`src/ctx_pkg.sv`:
```
`default_nettype none
package ctx_pkg;
   // register byte addresses
   localparam logic [7:0] ADDR_OUT_CTRL  = 8'h28;
   localparam logic [7:0] ADDR_TX_ID_HI  = 8'h2A;
   localparam logic [7:0] ADDR_TX_ID_LO  = 8'h2B;
   localparam logic [7:0] ADDR_TX_PAY0   = 8'h2C;
   localparam logic [7:0] ADDR_TX_PAY7   = 8'h33;
   localparam logic [7:0] ADDR_RX_ID_HI  = 8'h34;
   localparam logic [7:0] ADDR_RX_CTL    = 8'h35;
   localparam logic [7:0] ADDR_RX_PAY0   = 8'h36;
   localparam logic [7:0] ADDR_RX_PAY7   = 8'h3D;
   localparam logic [7:0] ADDR_CMD_STAT  = 8'h3E;
   localparam int         PAY_BYTES      = 8;
   localparam int         RX_SETS        = 2;
   localparam logic [7:0] RESET_BYTE     = 8'h00;

   // output_driver_control fields
   localparam int OC_MODE_LSB = 0;
   localparam int LINE_A_LSB  = 2;
   localparam int LINE_STRIDE = 3;
   localparam int POL_OFS     = 0;
   localparam int NEN_OFS     = 1;
   localparam int PEN_OFS     = 2;

   // tx_identifier_low_rtr_length fields
   localparam int ID_LO_LSB = 5;
   localparam int RTR_POS   = 4;
   localparam int DLC_LSB   = 0;
   localparam logic [3:0] DLC_MAX = 4'h8;

   // command (write) and status (read) bits
   localparam int CMD_TX_REQ     = 0;
   localparam int CMD_RX_RELEASE = 1;
   localparam int CMD_CLR_FLAGS  = 2;
   localparam int ST_TX_BUSY     = 0;
   localparam int ST_ARB_LOST    = 1;
   localparam int ST_RX_FULL     = 2;
   localparam int ST_OVERRUN     = 3;
   localparam int ST_TX_DONE     = 4;

   // timing: one bit-timing clock period and the bit layout in those units
   localparam int CLK_NS     = 10;
   localparam int TQ_NS      = 100;
   localparam int TQ_DIV     = (TQ_NS + CLK_NS - 1) / CLK_NS;
   localparam logic [3:0] TQ_DIV_LAST = 4'(TQ_DIV - 1);
   localparam logic [3:0] TQ_PER_BIT_LAST = 4'h9;
   localparam logic [3:0] SAMPLE_TQ  = 4'h6;
   localparam logic [3:0] SYNC_TQ    = 4'h0;
   localparam logic [2:0] EOF_LAST   = 3'h6;

   // frame layout: start, 11 id, rtr, 2 reserved, 4 length, 64 payload
   localparam int FRAME_MAX = 83;
   localparam logic [6:0] ARB_BITS = 7'h0D;
   localparam logic [6:0] HDR_BITS = 7'h13;

   typedef enum logic [1:0] {
      MODE_BIPHASE = 2'b00,
      MODE_UNUSED  = 2'b01,
      MODE_NORMAL1 = 2'b10,
      MODE_NORMAL2 = 2'b11
   } ctx_mode_t;

   typedef enum logic [1:0] {
      TX_IDLE = 2'b00,
      TX_SEND = 2'b01,
      TX_EOF  = 2'b11
   } ctx_tx_state_t;

   typedef struct packed {
      logic [7:0]  id_hi;
      logic [7:0]  ctl;
      logic [63:0] data;
   } ctx_rx_msg_t;
endpackage
`default_nettype wire

```
`src/ctx_tx_core.sv`:
```
// Function
// - mode field: biphase, unused, normal 1, normal 2
// - dominant is 0, recessive is 1 internally
// - biphase toggle drives line a, complement b
// - biphase recessive bits float both lines
// - normal 1 sends same bit both lines
// - normal 2 line b carries bit clock
// - bit clock high during sync segment
// - per-line P and N driver enables
// - level is data xor polarity, gates drivers
// - each line has its own polarity bit
// - 11-bit id split, msb sent first
// - smallest identifier wins arbitration
// - remote bit selects remote or data frame
// - remote frame sends zero data bytes
// - length code gives byte count up to 8
// - send first n payload bytes only
// - rx id high register matches tx layout
// - two receive sets behind one window
// - store accepted message in free set, else overrun
// - dominant wins on bus, used by arbitration
//
// The strobed register port is this design's own decision.
`default_nettype none
module ctx_tx_core (
   input  wire logic                 clk,
   input  wire logic                 sys_rst,
   input  wire logic [7:0]           reg_addr,
   input  wire logic [7:0]           reg_wdata,
   input  wire logic                 reg_wr,
   input  wire logic                 reg_rd,
   output logic      [7:0]           reg_rdata,
   input  wire logic                 reset_request,
   input  wire logic                 bus_in,
   input  wire logic                 rx_msg_valid,
   input  wire ctx_pkg::ctx_rx_msg_t rx_msg,
   output logic                      bus_out_a,
   output logic                      bus_out_a_oe_n,
   output logic                      bus_out_b,
   output logic                      bus_out_b_oe_n,
   output logic                      rx_overrun
);

   logic [7:0]                 ctrl_reg;
   logic [7:0]                 id_hi_reg;
   logic [7:0]                 id_lo_reg;
   logic [7:0]                 pay_reg [ctx_pkg::PAY_BYTES];
   ctx_pkg::ctx_rx_msg_t       rx_buf_reg [ctx_pkg::RX_SETS];
   logic [ctx_pkg::RX_SETS-1:0] rx_full_reg;
   logic                       rx_wr_sel_reg;
   logic                       rx_rd_sel_reg;
   logic                       overrun_reg;
   logic                       arb_lost_reg;
   logic                       tx_done_reg;
   logic                       tx_pend_reg;
   logic [3:0]                 div_reg;
   logic [3:0]                 tq_idx_reg;
   logic                       bus_meta_reg;
   logic                       bus_sync_reg;
   ctx_pkg::ctx_tx_state_t     state_reg;
   logic [ctx_pkg::FRAME_MAX-1:0] frame_reg;
   logic [6:0]                 bits_left_reg;
   logic [6:0]                 bit_pos_reg;
   logic [2:0]                 eof_cnt_reg;
   logic                       cur_bit_reg;
   logic                       lose_reg;
   logic                       bit_start_reg;
   logic                       tog_reg;
   logic [1:0]                 out_reg;
   logic [1:0]                 oe_n_reg;
   logic [7:0]                 rdata_reg;

   logic                       tq_en;
   logic                       bit_tick;
   logic                       sample_tick;
   logic                       wr_cmd;
   logic                       tx_start;
   logic                       tx_done_set;
   logic                       rx_release;
   logic                       rx_store;
   logic [3:0]                 dlc;
   logic [3:0]                 nbytes;
   logic [63:0]                pay_flat;
   logic [ctx_pkg::FRAME_MAX-1:0] frame_load;
   logic [6:0]                 total_bits;
   ctx_pkg::ctx_mode_t         mode;
   logic                       tog_eff;
   logic [1:0]                 line_d;
   logic                       drv_off;
   ctx_pkg::ctx_rx_msg_t       rx_view;

   // register bus
   assign wr_cmd     = reg_wr && (reg_addr == ctx_pkg::ADDR_CMD_STAT);
   assign rx_release = wr_cmd && reg_wdata[ctx_pkg::CMD_RX_RELEASE]
                       && rx_full_reg[rx_rd_sel_reg];
   assign rx_view    = rx_buf_reg[rx_rd_sel_reg];

   always_ff @(posedge clk)
   begin
      if (sys_rst)
         ctrl_reg <= ctx_pkg::RESET_BYTE;
      else if (reg_wr && reg_addr == ctx_pkg::ADDR_OUT_CTRL && reset_request)
         ctrl_reg <= reg_wdata;
   end

   always_ff @(posedge clk)
   begin
      if (sys_rst)
      begin
         id_hi_reg <= ctx_pkg::RESET_BYTE;
         id_lo_reg <= ctx_pkg::RESET_BYTE;
      end
      else if (reg_wr && reg_addr == ctx_pkg::ADDR_TX_ID_HI)
         id_hi_reg <= reg_wdata;
      else if (reg_wr && reg_addr == ctx_pkg::ADDR_TX_ID_LO)
         id_lo_reg <= reg_wdata;
   end

   genvar gi;
   generate
      for (gi = 0; gi < ctx_pkg::PAY_BYTES; gi++)
      begin : g_pay
         always_ff @(posedge clk)
         begin
            if (sys_rst)
               pay_reg[gi] <= ctx_pkg::RESET_BYTE;
            else if (reg_wr && reg_addr == ctx_pkg::ADDR_TX_PAY0 + 8'(gi))
               pay_reg[gi] <= reg_wdata;
         end
         // byte 1 sits in the top bits so it leaves first
         assign pay_flat[63-8*gi -: 8] = pay_reg[gi];
      end
   endgenerate

   always_ff @(posedge clk)
   begin
      if (sys_rst)
         rdata_reg <= ctx_pkg::RESET_BYTE;
      else if (reg_rd)
      begin
         if (reg_addr == ctx_pkg::ADDR_OUT_CTRL)
            rdata_reg <= reset_request ? ctrl_reg : ctx_pkg::RESET_BYTE;
         else if (reg_addr == ctx_pkg::ADDR_TX_ID_HI)
            rdata_reg <= id_hi_reg;
         else if (reg_addr == ctx_pkg::ADDR_TX_ID_LO)
            rdata_reg <= id_lo_reg;
         else if (reg_addr >= ctx_pkg::ADDR_TX_PAY0
                  && reg_addr <= ctx_pkg::ADDR_TX_PAY7)
            rdata_reg <= pay_reg[3'(reg_addr - ctx_pkg::ADDR_TX_PAY0)];
         else if (reg_addr == ctx_pkg::ADDR_RX_ID_HI)
            rdata_reg <= rx_view.id_hi;
         else if (reg_addr == ctx_pkg::ADDR_RX_CTL)
            rdata_reg <= rx_view.ctl;
         else if (reg_addr >= ctx_pkg::ADDR_RX_PAY0
                  && reg_addr <= ctx_pkg::ADDR_RX_PAY7)
            rdata_reg <= rx_view.data[63-8*int'(3'(reg_addr
                         - ctx_pkg::ADDR_RX_PAY0)) -: 8];
         else if (reg_addr == ctx_pkg::ADDR_CMD_STAT)
            rdata_reg <= {3'b000, tx_done_reg, overrun_reg,
                          rx_full_reg[rx_rd_sel_reg], arb_lost_reg,
                          state_reg != ctx_pkg::TX_IDLE || tx_pend_reg};
         else
            rdata_reg <= ctx_pkg::RESET_BYTE;
      end
      else
         rdata_reg <= ctx_pkg::RESET_BYTE;
   end

   // receive buffer sets
   assign rx_store = rx_msg_valid && !rx_full_reg[rx_wr_sel_reg];

   generate
      for (gi = 0; gi < ctx_pkg::RX_SETS; gi++)
      begin : g_rx
         always_ff @(posedge clk)
         begin
            if (sys_rst)
               rx_full_reg[gi] <= 1'b0;
            else if (rx_store && rx_wr_sel_reg == 1'(gi))
               rx_full_reg[gi] <= 1'b1;
            else if (rx_release && rx_rd_sel_reg == 1'(gi))
               rx_full_reg[gi] <= 1'b0;
         end
         always_ff @(posedge clk)
         begin
            if (sys_rst)
               rx_buf_reg[gi] <= '0;
            else if (rx_store && rx_wr_sel_reg == 1'(gi))
               rx_buf_reg[gi] <= rx_msg;
         end
      end
   endgenerate

   always_ff @(posedge clk)
   begin
      if (sys_rst)
      begin
         rx_wr_sel_reg <= 1'b0;
         rx_rd_sel_reg <= 1'b0;
      end
      else
      begin
         if (rx_store)
            rx_wr_sel_reg <= ~rx_wr_sel_reg;
         if (rx_release)
            rx_rd_sel_reg <= ~rx_rd_sel_reg;
      end
   end

   // overrun set wins over a clear in the same cycle
   always_ff @(posedge clk)
   begin
      if (sys_rst)
         overrun_reg <= 1'b0;
      else if (rx_msg_valid && rx_full_reg[rx_wr_sel_reg])
         overrun_reg <= 1'b1;
      else if (wr_cmd && reg_wdata[ctx_pkg::CMD_CLR_FLAGS])
         overrun_reg <= 1'b0;
   end

   // bit-timing clock and bit position
   assign tq_en       = (div_reg == ctx_pkg::TQ_DIV_LAST);
   assign bit_tick    = tq_en && tq_idx_reg == ctx_pkg::TQ_PER_BIT_LAST;
   assign sample_tick = tq_en && tq_idx_reg == ctx_pkg::SAMPLE_TQ;

   always_ff @(posedge clk)
   begin
      if (sys_rst || tq_en)
         div_reg <= 4'h0;
      else
         div_reg <= div_reg + 4'h1;
   end

   always_ff @(posedge clk)
   begin
      if (sys_rst || bit_tick)
         tq_idx_reg <= ctx_pkg::SYNC_TQ;
      else if (tq_en)
         tq_idx_reg <= tq_idx_reg + 4'h1;
   end

   always_ff @(posedge clk)
   begin
      if (sys_rst)
      begin
         bus_meta_reg <= 1'b1;
         bus_sync_reg <= 1'b1;
      end
      else
      begin
         bus_meta_reg <= bus_in;
         bus_sync_reg <= bus_meta_reg;
      end
   end

   // frame assembly
   assign dlc    = id_lo_reg[ctx_pkg::DLC_LSB +: 4];
   assign nbytes = id_lo_reg[ctx_pkg::RTR_POS] ? 4'h0
                   : (dlc > ctx_pkg::DLC_MAX ? ctx_pkg::DLC_MAX : dlc);
   assign total_bits = ctx_pkg::HDR_BITS + {nbytes, 3'b000};
   assign frame_load = {1'b0, id_hi_reg, id_lo_reg[ctx_pkg::ID_LO_LSB +: 3],
                        id_lo_reg[ctx_pkg::RTR_POS], 2'b00, dlc, pay_flat};

   assign tx_start    = bit_tick && state_reg == ctx_pkg::TX_IDLE
                        && tx_pend_reg;
   assign tx_done_set = bit_tick && state_reg == ctx_pkg::TX_EOF
                        && eof_cnt_reg == ctx_pkg::EOF_LAST;

   // a request is only taken while idle and out of reset request
   always_ff @(posedge clk)
   begin
      if (sys_rst || reset_request)
         tx_pend_reg <= 1'b0;
      else if (wr_cmd && reg_wdata[ctx_pkg::CMD_TX_REQ]
               && state_reg == ctx_pkg::TX_IDLE)
         tx_pend_reg <= 1'b1;
      else if (tx_start)
         tx_pend_reg <= 1'b0;
   end

   // recessive sent but dominant seen means a lower id is out there
   always_ff @(posedge clk)
   begin
      if (sys_rst || bit_tick)
         lose_reg <= 1'b0;
      else if (sample_tick && state_reg == ctx_pkg::TX_SEND
               && bit_pos_reg < ctx_pkg::ARB_BITS
               && cur_bit_reg && !bus_sync_reg)
         lose_reg <= 1'b1;
   end

   always_ff @(posedge clk)
   begin
      if (sys_rst)
      begin
         state_reg     <= ctx_pkg::TX_IDLE;
         cur_bit_reg   <= 1'b1;
         frame_reg     <= '0;
         bits_left_reg <= 7'h00;
         bit_pos_reg   <= 7'h00;
         eof_cnt_reg   <= 3'h0;
      end
      else if (bit_tick)
      begin
         case (state_reg)
            ctx_pkg::TX_IDLE:
            begin
               if (tx_pend_reg)
               begin
                  cur_bit_reg   <= frame_load[ctx_pkg::FRAME_MAX-1];
                  frame_reg     <= frame_load << 1;
                  bits_left_reg <= total_bits - 7'h01;
                  bit_pos_reg   <= 7'h00;
                  state_reg     <= ctx_pkg::TX_SEND;
               end
               else
                  cur_bit_reg <= 1'b1;
            end
            ctx_pkg::TX_SEND:
            begin
               if (lose_reg)
               begin
                  cur_bit_reg <= 1'b1;
                  state_reg   <= ctx_pkg::TX_IDLE;
               end
               else if (bits_left_reg == 7'h00)
               begin
                  cur_bit_reg <= 1'b1;
                  eof_cnt_reg <= 3'h0;
                  state_reg   <= ctx_pkg::TX_EOF;
               end
               else
               begin
                  cur_bit_reg   <= frame_reg[ctx_pkg::FRAME_MAX-1];
                  frame_reg     <= frame_reg << 1;
                  bits_left_reg <= bits_left_reg - 7'h01;
                  bit_pos_reg   <= bit_pos_reg + 7'h01;
               end
            end
            ctx_pkg::TX_EOF:
            begin
               cur_bit_reg <= 1'b1;
               eof_cnt_reg <= eof_cnt_reg + 3'h1;
               if (eof_cnt_reg == ctx_pkg::EOF_LAST)
                  state_reg <= ctx_pkg::TX_IDLE;
            end
            default:
            begin
               cur_bit_reg <= 1'b1;
               state_reg   <= ctx_pkg::TX_IDLE;
            end
         endcase
      end
   end

   // sticky transmit flags, set wins over clear
   always_ff @(posedge clk)
   begin
      if (sys_rst)
      begin
         arb_lost_reg <= 1'b0;
         tx_done_reg  <= 1'b0;
      end
      else
      begin
         if (bit_tick && state_reg == ctx_pkg::TX_SEND && lose_reg)
            arb_lost_reg <= 1'b1;
         else if (wr_cmd && reg_wdata[ctx_pkg::CMD_CLR_FLAGS])
            arb_lost_reg <= 1'b0;
         if (tx_done_set)
            tx_done_reg <= 1'b1;
         else if (wr_cmd && reg_wdata[ctx_pkg::CMD_CLR_FLAGS])
            tx_done_reg <= 1'b0;
      end
   end

   // biphase toggle flips once at the start of each dominant bit
   always_ff @(posedge clk)
   begin
      if (sys_rst)
      begin
         bit_start_reg <= 1'b0;
         tog_reg       <= 1'b1;
      end
      else
      begin
         bit_start_reg <= bit_tick;
         tog_reg       <= tog_eff;
      end
   end

   // tog_eff looks ahead so biphase pins line up with the other modes
   assign tog_eff = (bit_start_reg && !cur_bit_reg) ? ~tog_reg : tog_reg;
   assign mode    = ctx_pkg::ctx_mode_t'(ctrl_reg[ctx_pkg::OC_MODE_LSB +: 2]);

   always_comb
   begin
      line_d  = {cur_bit_reg, cur_bit_reg};
      drv_off = 1'b0;
      case (mode)
         ctx_pkg::MODE_BIPHASE:
         begin
            line_d  = {~tog_eff, tog_eff};
            drv_off = cur_bit_reg;
         end
         ctx_pkg::MODE_NORMAL1:
            line_d = {cur_bit_reg, cur_bit_reg};
         ctx_pkg::MODE_NORMAL2:
            line_d = {tq_idx_reg == ctx_pkg::SYNC_TQ, cur_bit_reg};
         default:
            drv_off = 1'b1;
      endcase
   end

   // per-line driver stage; P drives high, N drives low, neither floats
   generate
      for (gi = 0; gi < 2; gi++)
      begin : g_line
         localparam int BASE = ctx_pkg::LINE_A_LSB + ctx_pkg::LINE_STRIDE*gi;
         logic eff;
         logic p_on;
         logic n_on;
         assign eff  = line_d[gi] ^ ctrl_reg[BASE + ctx_pkg::POL_OFS];
         assign p_on = !drv_off && eff
                       && ctrl_reg[BASE + ctx_pkg::PEN_OFS];
         assign n_on = !drv_off && !eff
                       && ctrl_reg[BASE + ctx_pkg::NEN_OFS];
         always_ff @(posedge clk)
         begin
            if (sys_rst)
            begin
               out_reg[gi]  <= 1'b0;
               oe_n_reg[gi] <= 1'b1;
            end
            else
            begin
               out_reg[gi]  <= p_on;
               oe_n_reg[gi] <= !(p_on || n_on);
            end
         end
      end
   endgenerate

   assign reg_rdata      = rdata_reg;
   assign bus_out_a      = out_reg[0];
   assign bus_out_a_oe_n = oe_n_reg[0];
   assign bus_out_b      = out_reg[1];
   assign bus_out_b_oe_n = oe_n_reg[1];
   assign rx_overrun     = overrun_reg;

endmodule // ctx_tx_core
`default_nettype wire

```
`config.mk`:
```
export PLATFORM = sky130hd
export DESIGN_NAME = ctx_tx_core
export DESIGN_NICKNAME = d
export VERILOG_FILES = /design/src/ctx_pkg.sv /design/src/ctx_tx_core.sv
export SDC_FILE = /design/constraint.sdc
export NUM_CORES = 1
export LEC_CHECK = 0
export ABC_AREA = 1
export BUFFER_PORTS_ARGS = -buffer_cell sky130_fd_sc_hd__buf_2
export CORE_MARGIN = 5
export CORE_UTILIZATION = 63
export CTS_BUF_LIST = sky130_fd_sc_hd__clkbuf_4 sky130_fd_sc_hd__clkbuf_8
export CTS_CLUSTER_SIZE = 14
export DETAILED_ROUTE_END_ITERATION = 16
export PLACE_DENSITY = 0.8
export SYNTH_ARGS = -nofsm -noshare
export SYNTH_HDL_FRONTEND = slang
export SYNTH_SLANG_ARGS = --single-unit
export TNS_END_PERCENT = 1
```
`constraint.sdc`:
```
create_clock -name clk -period 7.46 [get_ports clk]
set_clock_uncertainty 0.05 [all_clocks]
set_input_delay 0 -clock clk [delete_from_list [all_inputs] [get_ports clk]]
set_output_delay 0 -clock clk [all_outputs]
set_load 0.02 [all_outputs]
```
==> impl_metrics.py <==
metrics = {
    "clock_tree": {
        "clkTransAtPathRegs_ns": 0.07,
        "cts_tree": "built",
        "clkSinkCount": 384,
        "clock_latency_ns": 0.62,
        "postCtsSetupBuffers": 0,
        "clock_path_buffers": 3,
        "root_buffer": "clkbuf_8",
        "htreeDepth": 2,
        "numCtsBuffers": 61,
    },
    "yosys": {
        "syn_avg_cell_area_um2": 8.45,
        "synth_cells": 2081,
        "ys_seq_area_share_pct": 56.5,
        "synthesis.nets": 2203,
        "ys_async_sr_fraction_pct": 0,
        "yosys_warnings": 0,
        "synth_edf_count": 224,
        "synth_cell_types": 42,
        "synthFlopType": "edfxtp_1",
        "syn-cell-area_um2": 17600,
        "ys_ff_latch": 384,
    },
    "floorplan": {
        "rows": 61,
        "fp.coreArea_um2": 27700,
        "ios": 116,
        "die_area_um2": 31400,
        "die_w_um": 177,
        "die_y_um": 177,
        "start_util_pct": 63.5,
    },
    "route": {
        "via_count": 15410,
        "drtIter0Drc": 1960,
        "drt_wl_total_mm": 48.6,
        "vias_per_cell": 5.71,
        "ant_nets": 0,
        "firstDrtPassIters": 7,
        "avgRoutedWirePerCell_um": 18.0,
        "drc": 0,
    },
    "grt": {
        "grt_pass1_vias": 15240,
        "grt_pass1_wl_mm": 78.2,
        "grt_max_degree": 144,
        "grt.overflow.total": 0,
        "track_usage_pct": 31.0,
        "antenna_found_initial": 2,
    },
    "timing": {
        "holdWs_ns": 0.0391,
        "setup_tns_ns": 0,
        "fin_ws_ns": 3.97,
        "rsz0062_at_grt": "false",
        "slew_viol_final": 0,
        "worstMarginPinSlew_ns": 1.19,
        "final_hold_viol_count": 0,
        "finalSetupViolCount": 0,
        "maxSlewHeadroom_pct": 20.4,
        "fin_crit_sh_pct": 46.8,
        "final.min_clock_period_ns": 3.49,
        "max_freq_mhz": 286,
    },
    "outcome": {
        "status": "completed",
    },
    "worst_setup_path": {
        "end_kind": "register",
        "start_kind": "register",
        "crit_top_cell": "nand2_1",
        "slowest_delay_ns": 0.69,
        "critPathKind": "reg2reg",
        "arrival_ns": 3.94,
        "crit_path_top_delay_cell": "buf_4",
        "path_max_fanout": 81,
        "worstPathCellList": "buf_4 > inv_2 > buf_4 > nand2_1 > nand3_1 > nand2_1 > o21ai_0 > nand2_1 > nand2_1 > nand3_1 > nand2_1 > nand2_1 > nand2_1 > nand2_1 > nand2_1 > a21oi_1 > dlygate4sd3_1",
        "required_ns": 7.90,
    },
    "cells_and_area": {
        "largest_reg_flops": 160,
        "multi_input_area_um2": 6240,
        "final_area_um2": 20600,
        "finalNetCount": 2387,
        "syn2layout_area_growth_pct": 17.1,
        "drive_gt1_share_pct": 11.5,
        "post-route-util_pct": 74.4,
        "ff_latch_area_um2": 9930,
        "finalNonFillerCells": 2697,
        "fillers": 1895,
    },
    "placed_design": {
        "place_area_um2": 18200,
        "pre_cts_slack_ns": 4.11,
        "dp_hpwl_mm": 28.3,
        "place_congestion": 0.916,
        "numPortBuffers": 115,
        "placedCellCount": 2477,
    },
    "pwr": {
        "p_leak_nw": 8.76,
        "p_per_area_nw_per_um2": 227,
        "total_power_mw": 4.67,
        "peakVddDrop_mv": 0.215,
    },
    "run": {
        "drv_cap": 0,
    },
    "min_path": {
        "hp-class": "in2reg",
    },
}
[critical path: cells and delay by family, from the launching register on]
family	cells	cell delay, ns
compound gates	2	0.31
buf+inv	4	1.74
flops	1	0.31
simple gates	11	0.87
[area by class of cell]
type                            instances  area share, %
Inverter                              248           4.52
Tap cell                              378           2.30
Multi-Input combinational cell       1341           30.3
Antenna cell                            2         0.0243
Sequential cell                       384           48.2
Clock buffer                           91           5.53
Clock inverter                         24          0.923
Timing Repair Buffer                  229           8.20
[path summary, 6_finish.rpt]
| kind | slack (ns) | startpoint | cells past startpoint | end |
|---|---|---|---|---|
| worst min register to register | 0.42 | div_reg[0] | 1 | div_reg[0] |
| worst max register to register | 3.97 | register | 17 | reg_rdata[3] |
| worst min-delay path | 0.04 | reg_addr[0] | 5 | ctrl_reg[0] |
| worst max-delay path | 3.97 | register | 17 | reg_rdata[3] |
[metal layers]
layer  GRT usage [%]  routed length [um]  up-vias  part of all wire [%]
li1                -                   -     7215                     -
met1            40.7               18800     7199                    39
met2            51.7               23500      851                    48
met3            5.62                4440      143                   9.1
met4            12.1                1800        2                   3.7
met5               0                  17        -                 0.035
[cells in the final DEF (no fill, tap or decap), types with 82 or more instances in the layout]
cell,Yosys,layout
inv_1,226,226
a31oi_1,85,85
nand2_1,527,526
a21oi_1,82,82
nor2_1,277,277
dfxtp_1,160,159
nand3_1,106,106
buf_2,38,115
dlygate4sd3_1,0,103
o21ai_0,140,138
edfxtp_1,224,224
[cell usage after synthesis, types with 3 or more instances]
master / instances / share of area [%]
o31ai_1: 4 / 0.17
nor2_1: 277 / 5.9
o211ai_1: 6 / 0.26
a31oi_1: 85 / 3.0
o21ai_1: 6 / 0.17
dfxtp_1: 160 / 18
inv_2: 12 / 0.26
nand4_1: 22 / 0.78
nor3_1: 8 / 0.23
o21ai_0: 140 / 4.0
nand3b_1: 4 / 0.17
nand2_1: 527 / 11
buf_2: 38 / 1.1
nor2_2: 4 / 0.14
ha_1: 19 / 1.4
clkinv_1: 10 / 0.21
xnor2_1: 3 / 0.15
nor2_4: 8 / 0.51
clkbuf_1: 56 / 1.2
a41oi_1: 7 / 0.35
edfxtp_1: 224 / 38
nand2_2: 4 / 0.14
buf_4: 13 / 0.55
or2_2: 3 / 0.11
xor2_1: 3 / 0.15
a21oi_1: 82 / 2.3
nand3_1: 106 / 3.0
inv_1: 226 / 4.8
a221oi_1: 5 / 0.25
[cell families after synthesis]
kind of cell,share of synthesized area (%)
XOR/XNOR,0.299
buffers and inverters,8.19
flip-flops,56.5
adder cells (fa/ha/maj),1.35
AND/OR/NAND/NOR,22.7
AO/OA/AOI/OAI,11.0
[where the power goes]
part	switching (mW)	internal (mW)	leakage, nW	total (mW)
sequential	0.0446	2.36	3.59	2.40
clock	0.836	1.08	0.696	1.92
combinational	0.232	0.118	4.47	0.350
total	1.11	3.55	8.76	4.67
[what timing repair did]
action	4_1_cts	5_1_grt
endpoints found under the hold margin	281	0
setup endpoints to repair	0	0
gates resized for setup	0	0
hold buffers	103	0
Power figures use the tool's default switching activity.
